## src/amcf_defs.vh

```
// Constants for the converter mode and code-format block
`ifndef AMCF_DEFS_VH
`define AMCF_DEFS_VH
`define AMCF_CODE_W        18
`define AMCF_CODE_MSB      17
`define AMCF_CODE_BIN_TOP  18'h3FFFF
`define AMCF_CODE_BIN_BOT  18'h00000
`define AMCF_CODE_BIN_MID  18'h20000
`define AMCF_CLK_HZ        25000000
`define AMCF_IDLE_LIMIT_US 1000
`define AMCF_IDLE_LIMIT_CYC ((`AMCF_CLK_HZ / 1000000) * `AMCF_IDLE_LIMIT_US)
`define AMCF_RATE_FAST_KSPS 670
`define AMCF_RATE_STD_KSPS  570
`define AMCF_RATE_LOW_KSPS  450
`define AMCF_MODE_FAST     2'h1
`define AMCF_MODE_STD      2'h0
`define AMCF_MODE_LOW      2'h2
`define AMCF_CFG_FAST_BIT  0
`define AMCF_CFG_LOW_BIT   1
`define AMCF_CFG_TWOS_BIT  2
`define AMCF_CFG_BIP_BIT   3
`define AMCF_CFG_DBL_BIT   4
`define AMCF_CFG_W         5
`define AMCF_ADDR_CFG      2'h0
`define AMCF_ADDR_STAT     2'h1
`define AMCF_ADDR_CODE     2'h2
`define AMCF_CFG_RST       5'h00
`endif

```

## src/amcf_fmt.v

```verilog
// Output-code formatter: saturation and binary or twos-complement coding
`include "amcf_defs.vh"
module amcf_fmt (
  input  wire [`AMCF_CODE_MSB:0] raw,
  input  wire                    over,
  input  wire                    under,
  input  wire                    twos,
  output wire [`AMCF_CODE_MSB:0] code
);
  wire [`AMCF_CODE_MSB:0] bin;
  assign bin = over  ? `AMCF_CODE_BIN_TOP :
               under ? `AMCF_CODE_BIN_BOT : raw;
  assign code = twos ? {~bin[`AMCF_CODE_MSB], bin[`AMCF_CODE_MSB-1:0]}
                     : bin;
endmodule // amcf_fmt

```

## src/amcf_sync.v

```verilog
// Two-stage synchroniser for a bus of pin levels
module amcf_sync #(
  parameter W = 1
) (
  input  wire         clock,
  input  wire         nrst,
  input  wire         ce,
  input  wire [W-1:0] d,
  output wire [W-1:0] q
);
  reg [W-1:0] s1_r;
  reg [W-1:0] s2_r;
  always @(posedge clock or negedge nrst) begin
    if (!nrst) begin
      s1_r <= {W{1'b0}};
      s2_r <= {W{1'b0}};
    end else if (ce) begin
      s1_r <= d;
      s2_r <= s1_r;
    end
  end
  assign q = s2_r;
endmodule // amcf_sync

```

## src/amcf_top.v

```verilog
// Conversion control, mode selection and code formatting of the converter
// How it works
// - fast pin high, low-power pin low gives fast mode, up to 670 kSPS.
// - fast mode runs background calibration each conversion; 1 ms spacing.
// - equal mode pins give standard mode, 570 kSPS, no spacing limit; cal_stale is still set here when starts are 1 ms or more apart.
// - fast low, low-power high gives low-power mode, 450 kSPS.
// - low-power mode powers internals down after each conversion.
// - binary or twos-complement coding by pin or register; the pin is ignored in 18-bit parallel, the register is not.
// - binary codes 0x3FFFF top, 0x20000 mid, 0x00000 bottom.
// - twos codes 0x1FFFF top, 0x00000 mid, 0x20000 bottom.
// - over-range input saturates at the top code of active coding.
// - under-range input saturates at the bottom code of active coding.
// - range chosen by bipolar pin and double-span pin in pin modes.
// - with register in use, range and coding pins are ignored.
// - with register in use, both mode pins are ignored.
// - host drops convert_start_n to start; busy falls when code ready.
// - new configuration takes effect after one acquisition, no reset.
`include "amcf_defs.vh"
module amcf_top #(
  parameter CONV_CYC   = 16,
  parameter IDLE_LIMIT = `AMCF_IDLE_LIMIT_CYC
) (
  input  wire                    clock,
  input  wire                    nrst,
  input  wire                    ce,
  input  wire                    convert_start_n,
  input  wire                    fast_mode_pin,
  input  wire                    low_power_pin,
  input  wire                    coding_select_pin,
  input  wire                    bipolar_pin,
  input  wire                    double_span_pin,
  input  wire                    parallel18_mode,
  input  wire [`AMCF_CODE_MSB:0] sar_result,
  input  wire                    sar_over,
  input  wire                    sar_under,
  input  wire [1:0]              reg_addr,
  input  wire [31:0]             reg_wdata,
  input  wire                    reg_wr,
  input  wire                    reg_rd,
  output reg  [31:0]             reg_rdata,
  output wire                    busy,
  output reg  [`AMCF_CODE_MSB:0] data_out,
  output reg  [1:0]              active_mode,
  output reg                     active_bipolar,
  output reg                     active_double,
  output reg                     cal_active,
  output reg                     power_down,
  output reg                     cal_stale
);
  localparam S_ACQ  = 3'h1;
  localparam S_CONV = 3'h2;
  localparam S_DONE = 3'h4;
  localparam [31:0] IDLE_LIM32 = IDLE_LIMIT;
  localparam integer CONV_INT  = CONV_CYC;
  localparam [15:0] CONV_LIM   = CONV_INT[15:0];

  wire [5:0] pins_s;
  wire       cnv_n_s;
  wire       fast_s;
  wire       low_s;
  wire       code_s;
  wire       bip_s;
  wire       dbl_s;
  wire       par18_s;
  wire [`AMCF_CODE_MSB:0] fmt_code;

  reg [2:0]              state_r;
  reg [2:0]              state_nxt;
  reg                    cnv_n_d_r;
  reg [15:0]             conv_cnt_r;
  reg [31:0]             idle_cnt_r;
  reg                    use_reg_r;
  reg [`AMCF_CFG_W-1:0]  cfg_r;
  reg                    twos_r;
  reg                    busy_r;

  amcf_sync #(.W(7)) u_sync (
    .clock (clock),
    .nrst  (nrst),
    .ce    (ce),
    .d     ({convert_start_n, fast_mode_pin, low_power_pin,
             coding_select_pin, bipolar_pin, double_span_pin,
             parallel18_mode}),
    .q     ({cnv_n_s, pins_s})
  );
  assign fast_s  = pins_s[5];
  assign low_s   = pins_s[4];
  assign code_s  = pins_s[3];
  assign bip_s   = pins_s[2];
  assign dbl_s   = pins_s[1];
  assign par18_s = pins_s[0];

  function [1:0] mode_dec;
    input f;
    input l;
    begin
      if (f && !l)
        mode_dec = `AMCF_MODE_FAST;
      else if (!f && l)
        mode_dec = `AMCF_MODE_LOW;
      else
        mode_dec = `AMCF_MODE_STD;
    end
  endfunction

  wire start_ev = cnv_n_d_r & ~cnv_n_s;
  // Mode that the next acquisition latches
  wire [1:0] mode_src = use_reg_r ?
                        mode_dec(cfg_r[`AMCF_CFG_FAST_BIT],
                                 cfg_r[`AMCF_CFG_LOW_BIT]) :
                        mode_dec(fast_s, low_s);

  always @* begin
    state_nxt = state_r;
    case (state_r)
      S_ACQ: begin
        if (start_ev)
          state_nxt = S_CONV;
      end
      S_CONV: begin
        if (conv_cnt_r == CONV_LIM - 16'h0001)
          state_nxt = S_DONE;
      end
      S_DONE: begin
        state_nxt = S_ACQ;
      end
      default: begin
        state_nxt = S_ACQ;
      end
    endcase
  end

  // Register port: config, status and last code
  always @(posedge clock or negedge nrst) begin
    if (!nrst) begin
      cfg_r     <= `AMCF_CFG_RST;
      use_reg_r <= 1'b0;
      reg_rdata <= 32'h00000000;
    end else if (ce) begin
      if (reg_wr && reg_addr == `AMCF_ADDR_CFG) begin
        cfg_r     <= reg_wdata[`AMCF_CFG_W-1:0];
        use_reg_r <= reg_wdata[31];
      end
      reg_rdata <= 32'h00000000;
      if (reg_rd) begin
        case (reg_addr)
          `AMCF_ADDR_CFG:
            reg_rdata <= {use_reg_r, 26'h0000000, cfg_r};
          `AMCF_ADDR_STAT:
            reg_rdata <= {24'h000000, cal_stale, power_down, cal_active,
                          busy_r, active_mode, active_double,
                          active_bipolar};
          `AMCF_ADDR_CODE:
            reg_rdata <= {14'h0000, data_out};
          default:
            reg_rdata <= 32'h00000000;
        endcase
      end
    end
  end

  always @(posedge clock or negedge nrst) begin
    if (!nrst) begin
      state_r        <= S_ACQ;
      // Sync stages reset low too, so no false start edge
      cnv_n_d_r      <= 1'b0;
      conv_cnt_r     <= 16'h0000;
      idle_cnt_r     <= 32'h00000000;
      busy_r         <= 1'b0;
      data_out       <= 18'h00000;
      active_mode    <= `AMCF_MODE_STD;
      active_bipolar <= 1'b0;
      active_double  <= 1'b0;
      twos_r         <= 1'b0;
      cal_active     <= 1'b0;
      power_down     <= 1'b0;
      cal_stale      <= 1'b1;
    end else if (ce) begin
      state_r   <= state_nxt;
      cnv_n_d_r <= cnv_n_s;
      if (idle_cnt_r != IDLE_LIM32)
        idle_cnt_r <= idle_cnt_r + 32'h00000001;
      if (state_r == S_ACQ) begin
        if (use_reg_r) begin
          active_mode    <= mode_dec(cfg_r[`AMCF_CFG_FAST_BIT],
                                     cfg_r[`AMCF_CFG_LOW_BIT]);
          twos_r         <= cfg_r[`AMCF_CFG_TWOS_BIT];
          active_bipolar <= cfg_r[`AMCF_CFG_BIP_BIT];
          active_double  <= cfg_r[`AMCF_CFG_DBL_BIT];
        end else begin
          active_mode    <= mode_dec(fast_s, low_s);
          // no coding choice in 18-bit parallel
          twos_r         <= code_s & ~par18_s;
          active_bipolar <= bip_s;
          active_double  <= dbl_s;
        end
        // leaving low-power mode wakes the circuits
        if (mode_src != `AMCF_MODE_LOW)
          power_down <= 1'b0;
      end
      if (start_ev && state_r == S_ACQ) begin
        busy_r     <= 1'b1;
        conv_cnt_r <= 16'h0000;
        power_down <= 1'b0;
        cal_active <= (mode_src == `AMCF_MODE_FAST);
        cal_stale  <= (idle_cnt_r == IDLE_LIM32);
        idle_cnt_r <= 32'h00000000;
      end
      if (state_r == S_CONV)
        conv_cnt_r <= conv_cnt_r + 16'h0001;
      if (state_r == S_DONE) begin
        data_out   <= fmt_code;
        busy_r     <= 1'b0;
        cal_active <= 1'b0;
        power_down <= (active_mode == `AMCF_MODE_LOW);
      end
    end
  end

  assign busy = busy_r;

  amcf_fmt u_fmt (
    .raw   (sar_result),
    .over  (sar_over),
    .under (sar_under),
    .twos  (twos_r),
    .code  (fmt_code)
  );
endmodule // amcf_top

```

## config.mk

```make
export PLATFORM = sky130hd
export DESIGN_NAME = amcf_top
export DESIGN_NICKNAME = d
export VERILOG_FILES = /design/src/amcf_fmt.v /design/src/amcf_sync.v /design/src/amcf_top.v
export VERILOG_INCLUDE_DIRS = /design/src
export SDC_FILE = /design/constraint.sdc
export NUM_CORES = 1
export LEC_CHECK = 0
export BUFFER_PORTS_ARGS = -buffer_cell sky130_fd_sc_hd__buf_2
export CAP_MARGIN = 20
export CORE_MARGIN = 2
export CORE_UTILIZATION = 32
export CTS_BUF_LIST = sky130_fd_sc_hd__clkbuf_8
export CTS_CLUSTER_DIAMETER = 80
export DETAILED_ROUTE_END_ITERATION = 8
export PLACE_DENSITY = 0.57
export SLEW_MARGIN = 20
export SYNTH_ARGS = -nofsm -noshare
export SYNTH_HDL_FRONTEND = slang
export SYNTH_SLANG_ARGS = --single-unit
```

## constraint.sdc

```tcl
create_clock -name clock -period 5 [get_ports clock]
set_input_delay 0.25 -clock clock [delete_from_list [all_inputs] [get_ports clock]]
set_output_delay 0.25 -clock clock [all_outputs]
set_load 0.05 [all_outputs]
```

==> results.cfg, run 1 <==
[pwr]
power_leakage_uw = 0.00309
powerDensity_nw_per_um2 = 400
peakVddDrop_v = 0.000274

[cts]
cts_tree = yes
cts_resized = 0
clockRootBuffer = clkbuf_8
post-cts-setup-buffers = 0
clock-sinks = 118
cts_buffer_depth = 2
cts_hold_buf = 0
cts_made_buffers = 17
path_clk_slew_ps = 80
clock_latency_ps = 440
htreeDepth = 4

[status]
outcome = finished clean

[logic_synthesis]
yosysWarnings = 0
synth_seq_cells = 118
avgSynthCellArea_sq_um = 10.2
yosysSeqAreaShare = 0.505
yosys.area.top_type_share = 0.496
yosys.area.top_type = dfrtp_1
post_synth_num_cell_types = 60
synth_cells = 576
synthArstFlopShare = 1.00
syn-cell-area_sq_um = 5850
synth_enable_flop_cells = 0
ys.flop_type = dfrtp_1
ys_top_cells_by_area = dfrtp_1 (50%), a21oi_1 (4.4%), o21ai_0 (3.8%), mux2_2 (3.7%), nand2_1 (3.3%)

[floorplanning]
core_sq_um = 18000
die_h_um = 139
start_util = 0.326
pin_count = 124
die_x_um = 139
placement_rows = 49
die_area_sq_um = 19400

[sta]
post-route-period-util = 0.498
fin_setup_tns_ps = 0
min_period_ps = 2490
fmax_mhz = 401
finalSetupViolCount = 0
worstMarginPinSlew_ps = 966
max_slew_margin = 0.355
slew_violations = 0
fin_ws_ps = 2510
clock_skew_ps = 18.1
hold_viol_final = 0
rsz0062_at_grt = no

[global_route]
grt_pass1_vias = 4658
grt_overflow = 0
track_usage = 0.148
grt_max_degree = 87
grt_pass1_wl_um = 23700
grt_antenna_before_repair = 0

[worst_setup_path]
crit_fanout = 11
crit_path_end_kind = flop
crit_required_ps = 5360
start_kind = flop
crit_arrival_ps = 2850
path_class = flop to flop

[hold_path]
hold_class = input pin to flop

[placed_design]
pre_cts_slack_ps = 2280
portBuffers = 84
globalplace.congestion = 0.809
dp_hpwl_um = 9610
placedCellCount = 855

[routing]
wl_per_cell_um = 15.8
drcViolationCount = 0
ant_nets = 0
drtIter0Drc = 361
vias = 4708
totalWireLength_um = 14100
firstDrtPassIters = 5
viasPerCell = 5.30

[run]
drv_cap = 0

[layout]
drive_above_1_share = 0.231
area_growth_pct = 16.8
final_cells = 888
fin_util = 0.381
nets = 715
antenna_cells = 0
final_cell_mix = dfrtp_1 (116), buf_2 (83), a21oi_1 (52)
layout_commonest_cell = dfrtp_1
-- routing by layer --
layer / track usage / wire length (um) / vias up
met2: 0.233 / 6760 / 116
li1: - / - / 2239
met1: 0.203 / 6600 / 2337
met5: 0 / 0 / -
met4: 0.0478 / 173 / 0
met3: 0.0334 / 534 / 16
-- cell usage after synthesis (3+ instances only) --
master     instances
a21oi_1           52
a22o_1            10
a22oi_1            4
a31oi_1            5
and2_1             4
and3_1             7
and4_1            10
buf_2              8
buf_4             18
clkbuf_1          21
dfrtp_1          116
ha_1               3
inv_1             15
mux2_2            19
mux2i_1           11
nand2_1           51
nand2b_1           3
nand3_1           16
nand4_1           13
nand4_4            3
nor2_1            24
nor2b_1            4
nor3_1             3
nor3b_1            4
nor4_1             9
o211ai_1           7
o21a_1             3
o21ai_0           45
o2bb2ai_1          5
o311ai_0           3
o31ai_1           11
or3_1             17
or4_1              9
xor2_1            10
-- stage by stage --
stage          power [uW]  area, sq um  hold WS [ps]
6_report             2730         6840          32.9
5_1_grt              2870         6840          20.8
4_1_cts              2760         6820          10.7
3_5_place_dp         1740         6360           477
3_3_place_gp         1710         6360           470
2_1_floorplan        1580         5900         -45.6
-- registers in the layout (all words and copies together) (netlist names) --
signal          cells
active_bipolar      1
active_double       1
active_mode         2
busy                1
cal_active          1
cal_stale           1
cfg_r               5
cnv_n_d_r           1
conv_cnt_r         16
data_out           18
idle_cnt_r         32
power_down          1
reg_rdata          19
state_r             3
twos_r              1
u_sync.q            7
u_sync.s1_r         7
use_reg_r           1
-- cell families after synthesis --
logic type	Yosys count	share of synthesized area
AO/OA/AOI/OAI	158	0.170
XOR/XNOR	11	0.0165
adder cells (fa/ha/maj)	3	0.00641
buffers and inverters	67	0.0601
flip-flops	118	0.505
multiplexers	30	0.0554
other	1	0.000641
AND/OR/NAND/NOR	188	0.186
-- power breakdown --
part           total (uW)  switching (uW)  internal, uW
Sequential           1190             126          1060
Combinational         526             353           173
Clock                1020             420           596
Total                2730             899          1830
-- final cells by class --
cell class                 count  area (sq um)
clock buffer                  17           234
clock inverter                15           225
fill                        1821         11100
inverter                      16          60.1
multi-input combinational    403          2600
sequential                   118          2960
tap                          229           287
timing repair buffer          90           474
-- final timing paths --
| kind | start | slack, ps | to | cells past startpoint |
|---|---|---|---|---|
| hold reg to reg | cal_stale | 480 | cal_stale | 2 |
| setup / recovery | state_r[2] | 2510 | conv_cnt_r[15] | 4 |
| hold / removal | reg_wdata[3] | 30 | cfg_r[3] | 2 |
| min in group asynchronous | nrst | 450 | conv_cnt_r[9] | 2 |
| max in group asynchronous | nrst | 3560 | cal_stale | 3 |
| setup reg to reg | state_r[2] | 2510 | conv_cnt_r[15] | 4 |
-- critical path, stage by stage (launching register included) --
cell and delay [ps]:
dfrtp_1 490, nor2b_1 550, o2111ai_1 590, or4_1 640, a21oi_1 160
(Power assumes the default switching activity.)
==> run 2, diff against run 1 <==
Settings changed: PLACE_DENSITY 0.57 to 0.58.
Clock period 5 ns to 2.25 ns, I/O delays scaled along.
==> run 2 against run 1 <==
Net effect: clock skew down 7.9 ps; final cell count up 4.6%; worst hold slack worse by 17 ps; critical path type unchanged.
==> results.cfg, run 2 (synthesis results as in run 1) <==
[placed_design]
placed_area_sq_um = 6480
portBuffers = 84
globalplace.congestion = 0.779
dp_hpwl_um = 9870

[routing]
firstDrtPassIters = 5
viasPerCell = 5.24
totalWireLength_um = 14100
drcViolationCount = 0
vias = 4866
wl_per_cell_um = 15.2
ant_nets = 0
drtIter0Drc = 344

[cts]
cts_tree = yes
clock-sinks = 118
htreeDepth = 4
cts_hold_buf = 29
cts_buffer_depth = 2
cts_resized = 0
clock_latency_ps = 430
post-cts-setup-buffers = 0
path_clk_slew_ps = 80
clockRootBuffer = clkbuf_8
cts_made_buffers = 17

[worst_setup_path]
critical-path-top-delay-family = simple AND/OR/NAND/NOR gates
worst-path-stages = 4
path_class = flop to flop
cpMaxStageDelayCell = or4_1
crit_fanout = 8
path_cells = and4_1 -> nand3_1 -> or4_1 -> a21oi_1
crit_path_end_kind = flop
reg2reg_from = idle_cnt_r[5]
slowest_delay_ps = 540
crit_arrival_ps = 2320
critPathBufInv = 0
start_kind = flop
crit_required_ps = 2600
r2r_cells = 4
critPathLaunch = idle_cnt_r[5]

[layout]
layout_commonest_cell = dfrtp_1
top_register = idle_cnt_r
drive_above_1_share = 0.236
multi_input_area_sq_um = 2600
area_growth_pct = 22.8
antenna_cells = 0
final_cell_mix = dfrtp_1 (116), buf_2 (83), a21oi_1 (52)
nets = 756
ff_latch_area_sq_um = 2960
biggestRegsByFlops = idle_cnt_r: 32 flops, reg_rdata: 19 flops, data_out: 18 flops
finalInstanceArea_sq_um = 7190
nFillCells = 1737
largest_register_ffs = 32

[sta]
clock_skew_ps = 10.2
finalSetupViolCount = 0
rsz0062_at_grt = no
hold_viol_final = 0
fmax_mhz = 508
worstMarginPinSlew_ps = 745
whs_ps = 15.8
fin_setup_tns_ps = 0
max_slew_margin = 0.497
min_period_ps = 1970
slew_violations = 0
post-route-period-util = 0.874

[pwr]
p_sw_uw = 2050
p_comb_frac = 0.216
intPower_uw = 3860
p_sw_frac = 0.347
power_leakage_uw = 0.00325
power_frac_seq = 0.443
powerDensity_nw_per_um2 = 823
peakVddDrop_v = 0.000466
power_frac_clock = 0.341

[hold_path]
hold_depth = 3
hold_class = input pin to flop
holdCritStartpoint = sar_result[1]

[status]
outcome = finished clean

[global_route]
track_usage = 0.149
grt_pass1_vias = 4822
grt_pass1_wl_um = 24100
grt_max_degree = 52
grt_overflow = 0
grt_antenna_before_repair = 0

[floorplanning]
die_area_sq_um = 19400
core_sq_um = 18000
die_h_um = 139
pin_count = 124
placement_rows = 49
die_x_um = 139
start_util = 0.326

[run]
drv_cap = 0
## run 2: cell types whose count changed in the layout (fill, tap and decap cells not counted), sizes merged
cell         change
clkbuf           +1
buf             +13
bufinv           -3
clkinvlp         -1
inv              +3
dlygate4sd3     +28
## run 2: layer usage
metal	up-vias	global-route usage	share of wire
met4	0	0.0441	0.0095
met2	97	0.245	0.49
met3	15	0.0330	0.032
met1	2432	0.199	0.47
li1	2322	-	-
met5	-	0	0
## run 2: layout make-up
cell class,count,share of cell area
Clock buffer,18,0.0345
Sequential cell,118,0.411
Timing Repair Buffer,131,0.122
Inverter,16,0.00836
Multi-Input combinational cell,403,0.361
Clock inverter,14,0.0230
Tap cell,229,0.0399
## run 2: through the flow
step	setup slack, ps	total power, uW	std cells	util
after floorplan	559	3510	588	-
after global placement	300	3850	868	0.361
after detailed placement	309	3900	868	0.361
after CTS	307	5980	929	0.400
after global routing	169	6220	929	0.400
final	283	5910	929	0.400
## run 2: tightest hold or removal path: cells and delay by family
family	cells	cell delay, ps
AOI/OAI and AO/OA	2	220
buffers and inverters	1	70
## run 2: worst paths after layout
path                                   to  slack, ps
min in group asynchronous   conv_cnt_r[7]        220
max                        idle_cnt_r[18]        280
max in group asynchronous      state_r[0]       1330
min                           data_out[1]         20
min reg2reg                  reg_rdata[4]        500
max reg2reg                idle_cnt_r[18]        280
## run 2: power by group through the flow
stage | combinational (uW) | sequential [uW] | clock, uW
4_1_cts | 1290 | 2620 | 2070
6_report | 1280 | 2620 | 2020
3_3_place_gp | 1210 | 2640 | 0
2_1_floorplan | 676 | 2840 | 0
5_1_grt | 1400 | 2660 | 2170
3_5_place_dp | 1240 | 2660 | 0
==> run 3, diff against run 2 <==
Settings changed: ABC_AREA set to 1.
==> run 3 against run 2 <==
Net effect: critical path depth up 4; worst setup slack better by 85 ps; sequential share of layout area down 3.3 points; largest cell class is now multi-input gates; largest power group unchanged; sequential cell count unchanged.
==> results.cfg, run 3 <==
[layout]
drive_above_1_share = 0.152
area_growth_pct = 21.7
layout_commonest_cell = nand2_1
nFillCells = 2038
ff_latch_area_sq_um = 2960
top_register = idle_cnt_r
finalInstanceArea_sq_um = 7810
nets = 1070
largest_register_ffs = 32
final_cell_mix = nand2_1 (293), dfrtp_1 (116), nor2_1 (97)
biggestRegsByFlops = idle_cnt_r: 32 flops, reg_rdata: 19 flops, data_out: 18 flops
antenna_cells = 0
multi_input_area_sq_um = 2980

[pwr]
powerDensity_nw_per_um2 = 891
power_leakage_uw = 0.00371
peakVddDrop_v = 0.000491

[worst_setup_path]
critical-path-top-delay-family = simple AND/OR/NAND/NOR gates
worst-r2r-setup-slack_ps = 370
cp_common_cell = nand3_2
crit_required_ps = 2580
crit_arrival_ps = 2210
crit_fanout = 27
r2r_end = idle_cnt_r[10]
critPathBufInv = 2
path_cells = nand3_2 -> nor2_4 -> inv_2 -> nand3_2 -> nand2_2 -> buf_4 -> nand2_1 -> o21ai_1
r2r_cells = 8
slowest_delay_ps = 600
crit_path_end_kind = flop
path_class = flop to flop
start_kind = flop
cpMaxStageDelayCell = dfstp_2
reg2reg_from = state_r[0]

[hold_path]
holdCritStartpoint = reg_addr[0]
hold_class = input pin to flop
hold_depth = 4
min_to = reg_rdata[31]

[cts]
post-cts-setup-buffers = 0
path_clk_slew_ps = 90
cts_resized = 0
cts_buffer_depth = 2
cts_hold_buf = 31
cts_made_buffers = 17
clock-sinks = 118
htreeDepth = 4
clockRootBuffer = clkbuf_8
clock_latency_ps = 460
cts_tree = yes

[placed_design]
globalplace.congestion = 0.908
dp_hpwl_um = 11600
portBuffers = 84
placed_area_sq_um = 7090

[floorplanning]
die_h_um = 146
start_util = 0.328
die_x_um = 146
pin_count = 124
placement_rows = 51
die_area_sq_um = 21200
core_sq_um = 19600

[routing]
viasPerCell = 4.61
vias = 5900
drcViolationCount = 0
wl_per_cell_um = 12.8
firstDrtPassIters = 5
totalWireLength_um = 16400
ant_nets = 0
drtIter0Drc = 428

[logic_synthesis]
synth_enable_flop_cells = 0
yosysSeqAreaShare = 0.461
avgSynthCellArea_sq_um = 7.26
yosysMostFrequentCell = nand2_1
ys.flop_type = dfrtp_1
yosys.area.top_type_share = 0.452
synth_seq_cells = 118
synthTopCellsByCount = nand2_1 (293), dfrtp_1 (116), nor2_1 (97), inv_1 (76), o21ai_0 (61)
yosys.area.top_type = dfrtp_1
yosysWarnings = 0
ys_top_cells_by_area = dfrtp_1 (45%), nand2_1 (17%), nor2_1 (5.7%), o21ai_0 (4.8%), nand3_1 (4.5%)
synthArstFlopShare = 1.00
post_synth_num_cell_types = 37
syn-cell-area_sq_um = 6420
synth_cells = 884

[global_route]
grt_overflow = 0
grt_pass1_vias = 5835
busiest_layer = met2
grt_antenna_before_repair = 0
met2_usage = 0.272
grt_use_met3 = 0.0335
grt_max_degree = 119
grt.met1_usage = 0.222
track_usage = 0.166
grt_pass1_wl_um = 28600

[sta]
hold_viol_final = 0
rsz0062_at_grt = no
whs_ps = 37.9
min_period_ps = 1880
fin_setup_tns_ps = 0
finalSetupViolCount = 0
worstMarginPinSlew_ps = 729
fmax_mhz = 531
post-route-period-util = 0.836
clock_skew_ps = 15.6
max_slew_margin = 0.514
slew_violations = 0

[run]
drv_cap = 0

[status]
outcome = finished clean
-- run 3: worst max path at each step --
stage	start	endpoint	slack [ps]	cells past startpoint
after CTS	state_r[0]	idle_cnt_r[10]	360	8
after floorplan	idle_cnt_r[0]	idle_cnt_r[18]	760	10
after global routing	state_r[0]	conv_cnt_r[12]	200	7
after global placement	state_r[0]	idle_cnt_r[3]	390	8
after detailed placement	state_r[0]	idle_cnt_r[7]	400	8
final	state_r[0]	idle_cnt_r[10]	370	8
-- run 3: per-layer routing --
| metal | up-vias | share of wire |
|---|---|---|
| met5 | - | 0 |
| met4 | 0 | 0.017 |
| met3 | 21 | 0.032 |
| met2 | 104 | 0.47 |
| met1 | 2728 | 0.48 |
| li1 | 3047 | - |
-- run 3: final cells by class --
cell class	instances	share of cell area
clock buffer	17	0.0300
clock inverter	15	0.0223
inverter	80	0.0384
multi-input combinational	659	0.382
sequential	118	0.378
tap	265	0.0424
timing repair buffer	125	0.107
-- run 3: worst min-delay path: stages --
cell	delay, ps
buf_2	110
nor2_2	90
nand2_1	70
o21ai_0	70
-- run 3: cell families (layout without fill, tap and decap cells) --
group | count (synthesis) | in the layout | share of synthesized area
mux | 3 | 3 | 0.00526
buf+inv | 119 | 237 | 0.0815
fa+ha+maj | 3 | 3 | 0.00585
simple gates | 494 | 494 | 0.321
other cells | 1 | 13 | 0.000584
flops | 118 | 118 | 0.461
compound gates | 137 | 137 | 0.113
xor+xnor | 9 | 9 | 0.0123
-- run 3: where the power goes --
group	leakage (uW)	internal (uW)	total [uW]	switching, uW
Combinational	0.00195	560	2100	1540
Sequential	0.00155	2520	2840	317
Clock	0.000206	943	2020	1080
Total	0.00371	4030	6960	2940
-- run 3: through the flow --
stage           util  worst slack [ps]  cells  total power, uW
2_1_floorplan      -               756    896             4400
3_3_place_gp   0.362               392   1216             4940
3_5_place_dp   0.362               398   1216             4950
4_1_cts        0.399               356   1279             7040
5_1_grt        0.399               204   1279             7380
6_report       0.399               368   1279             6960
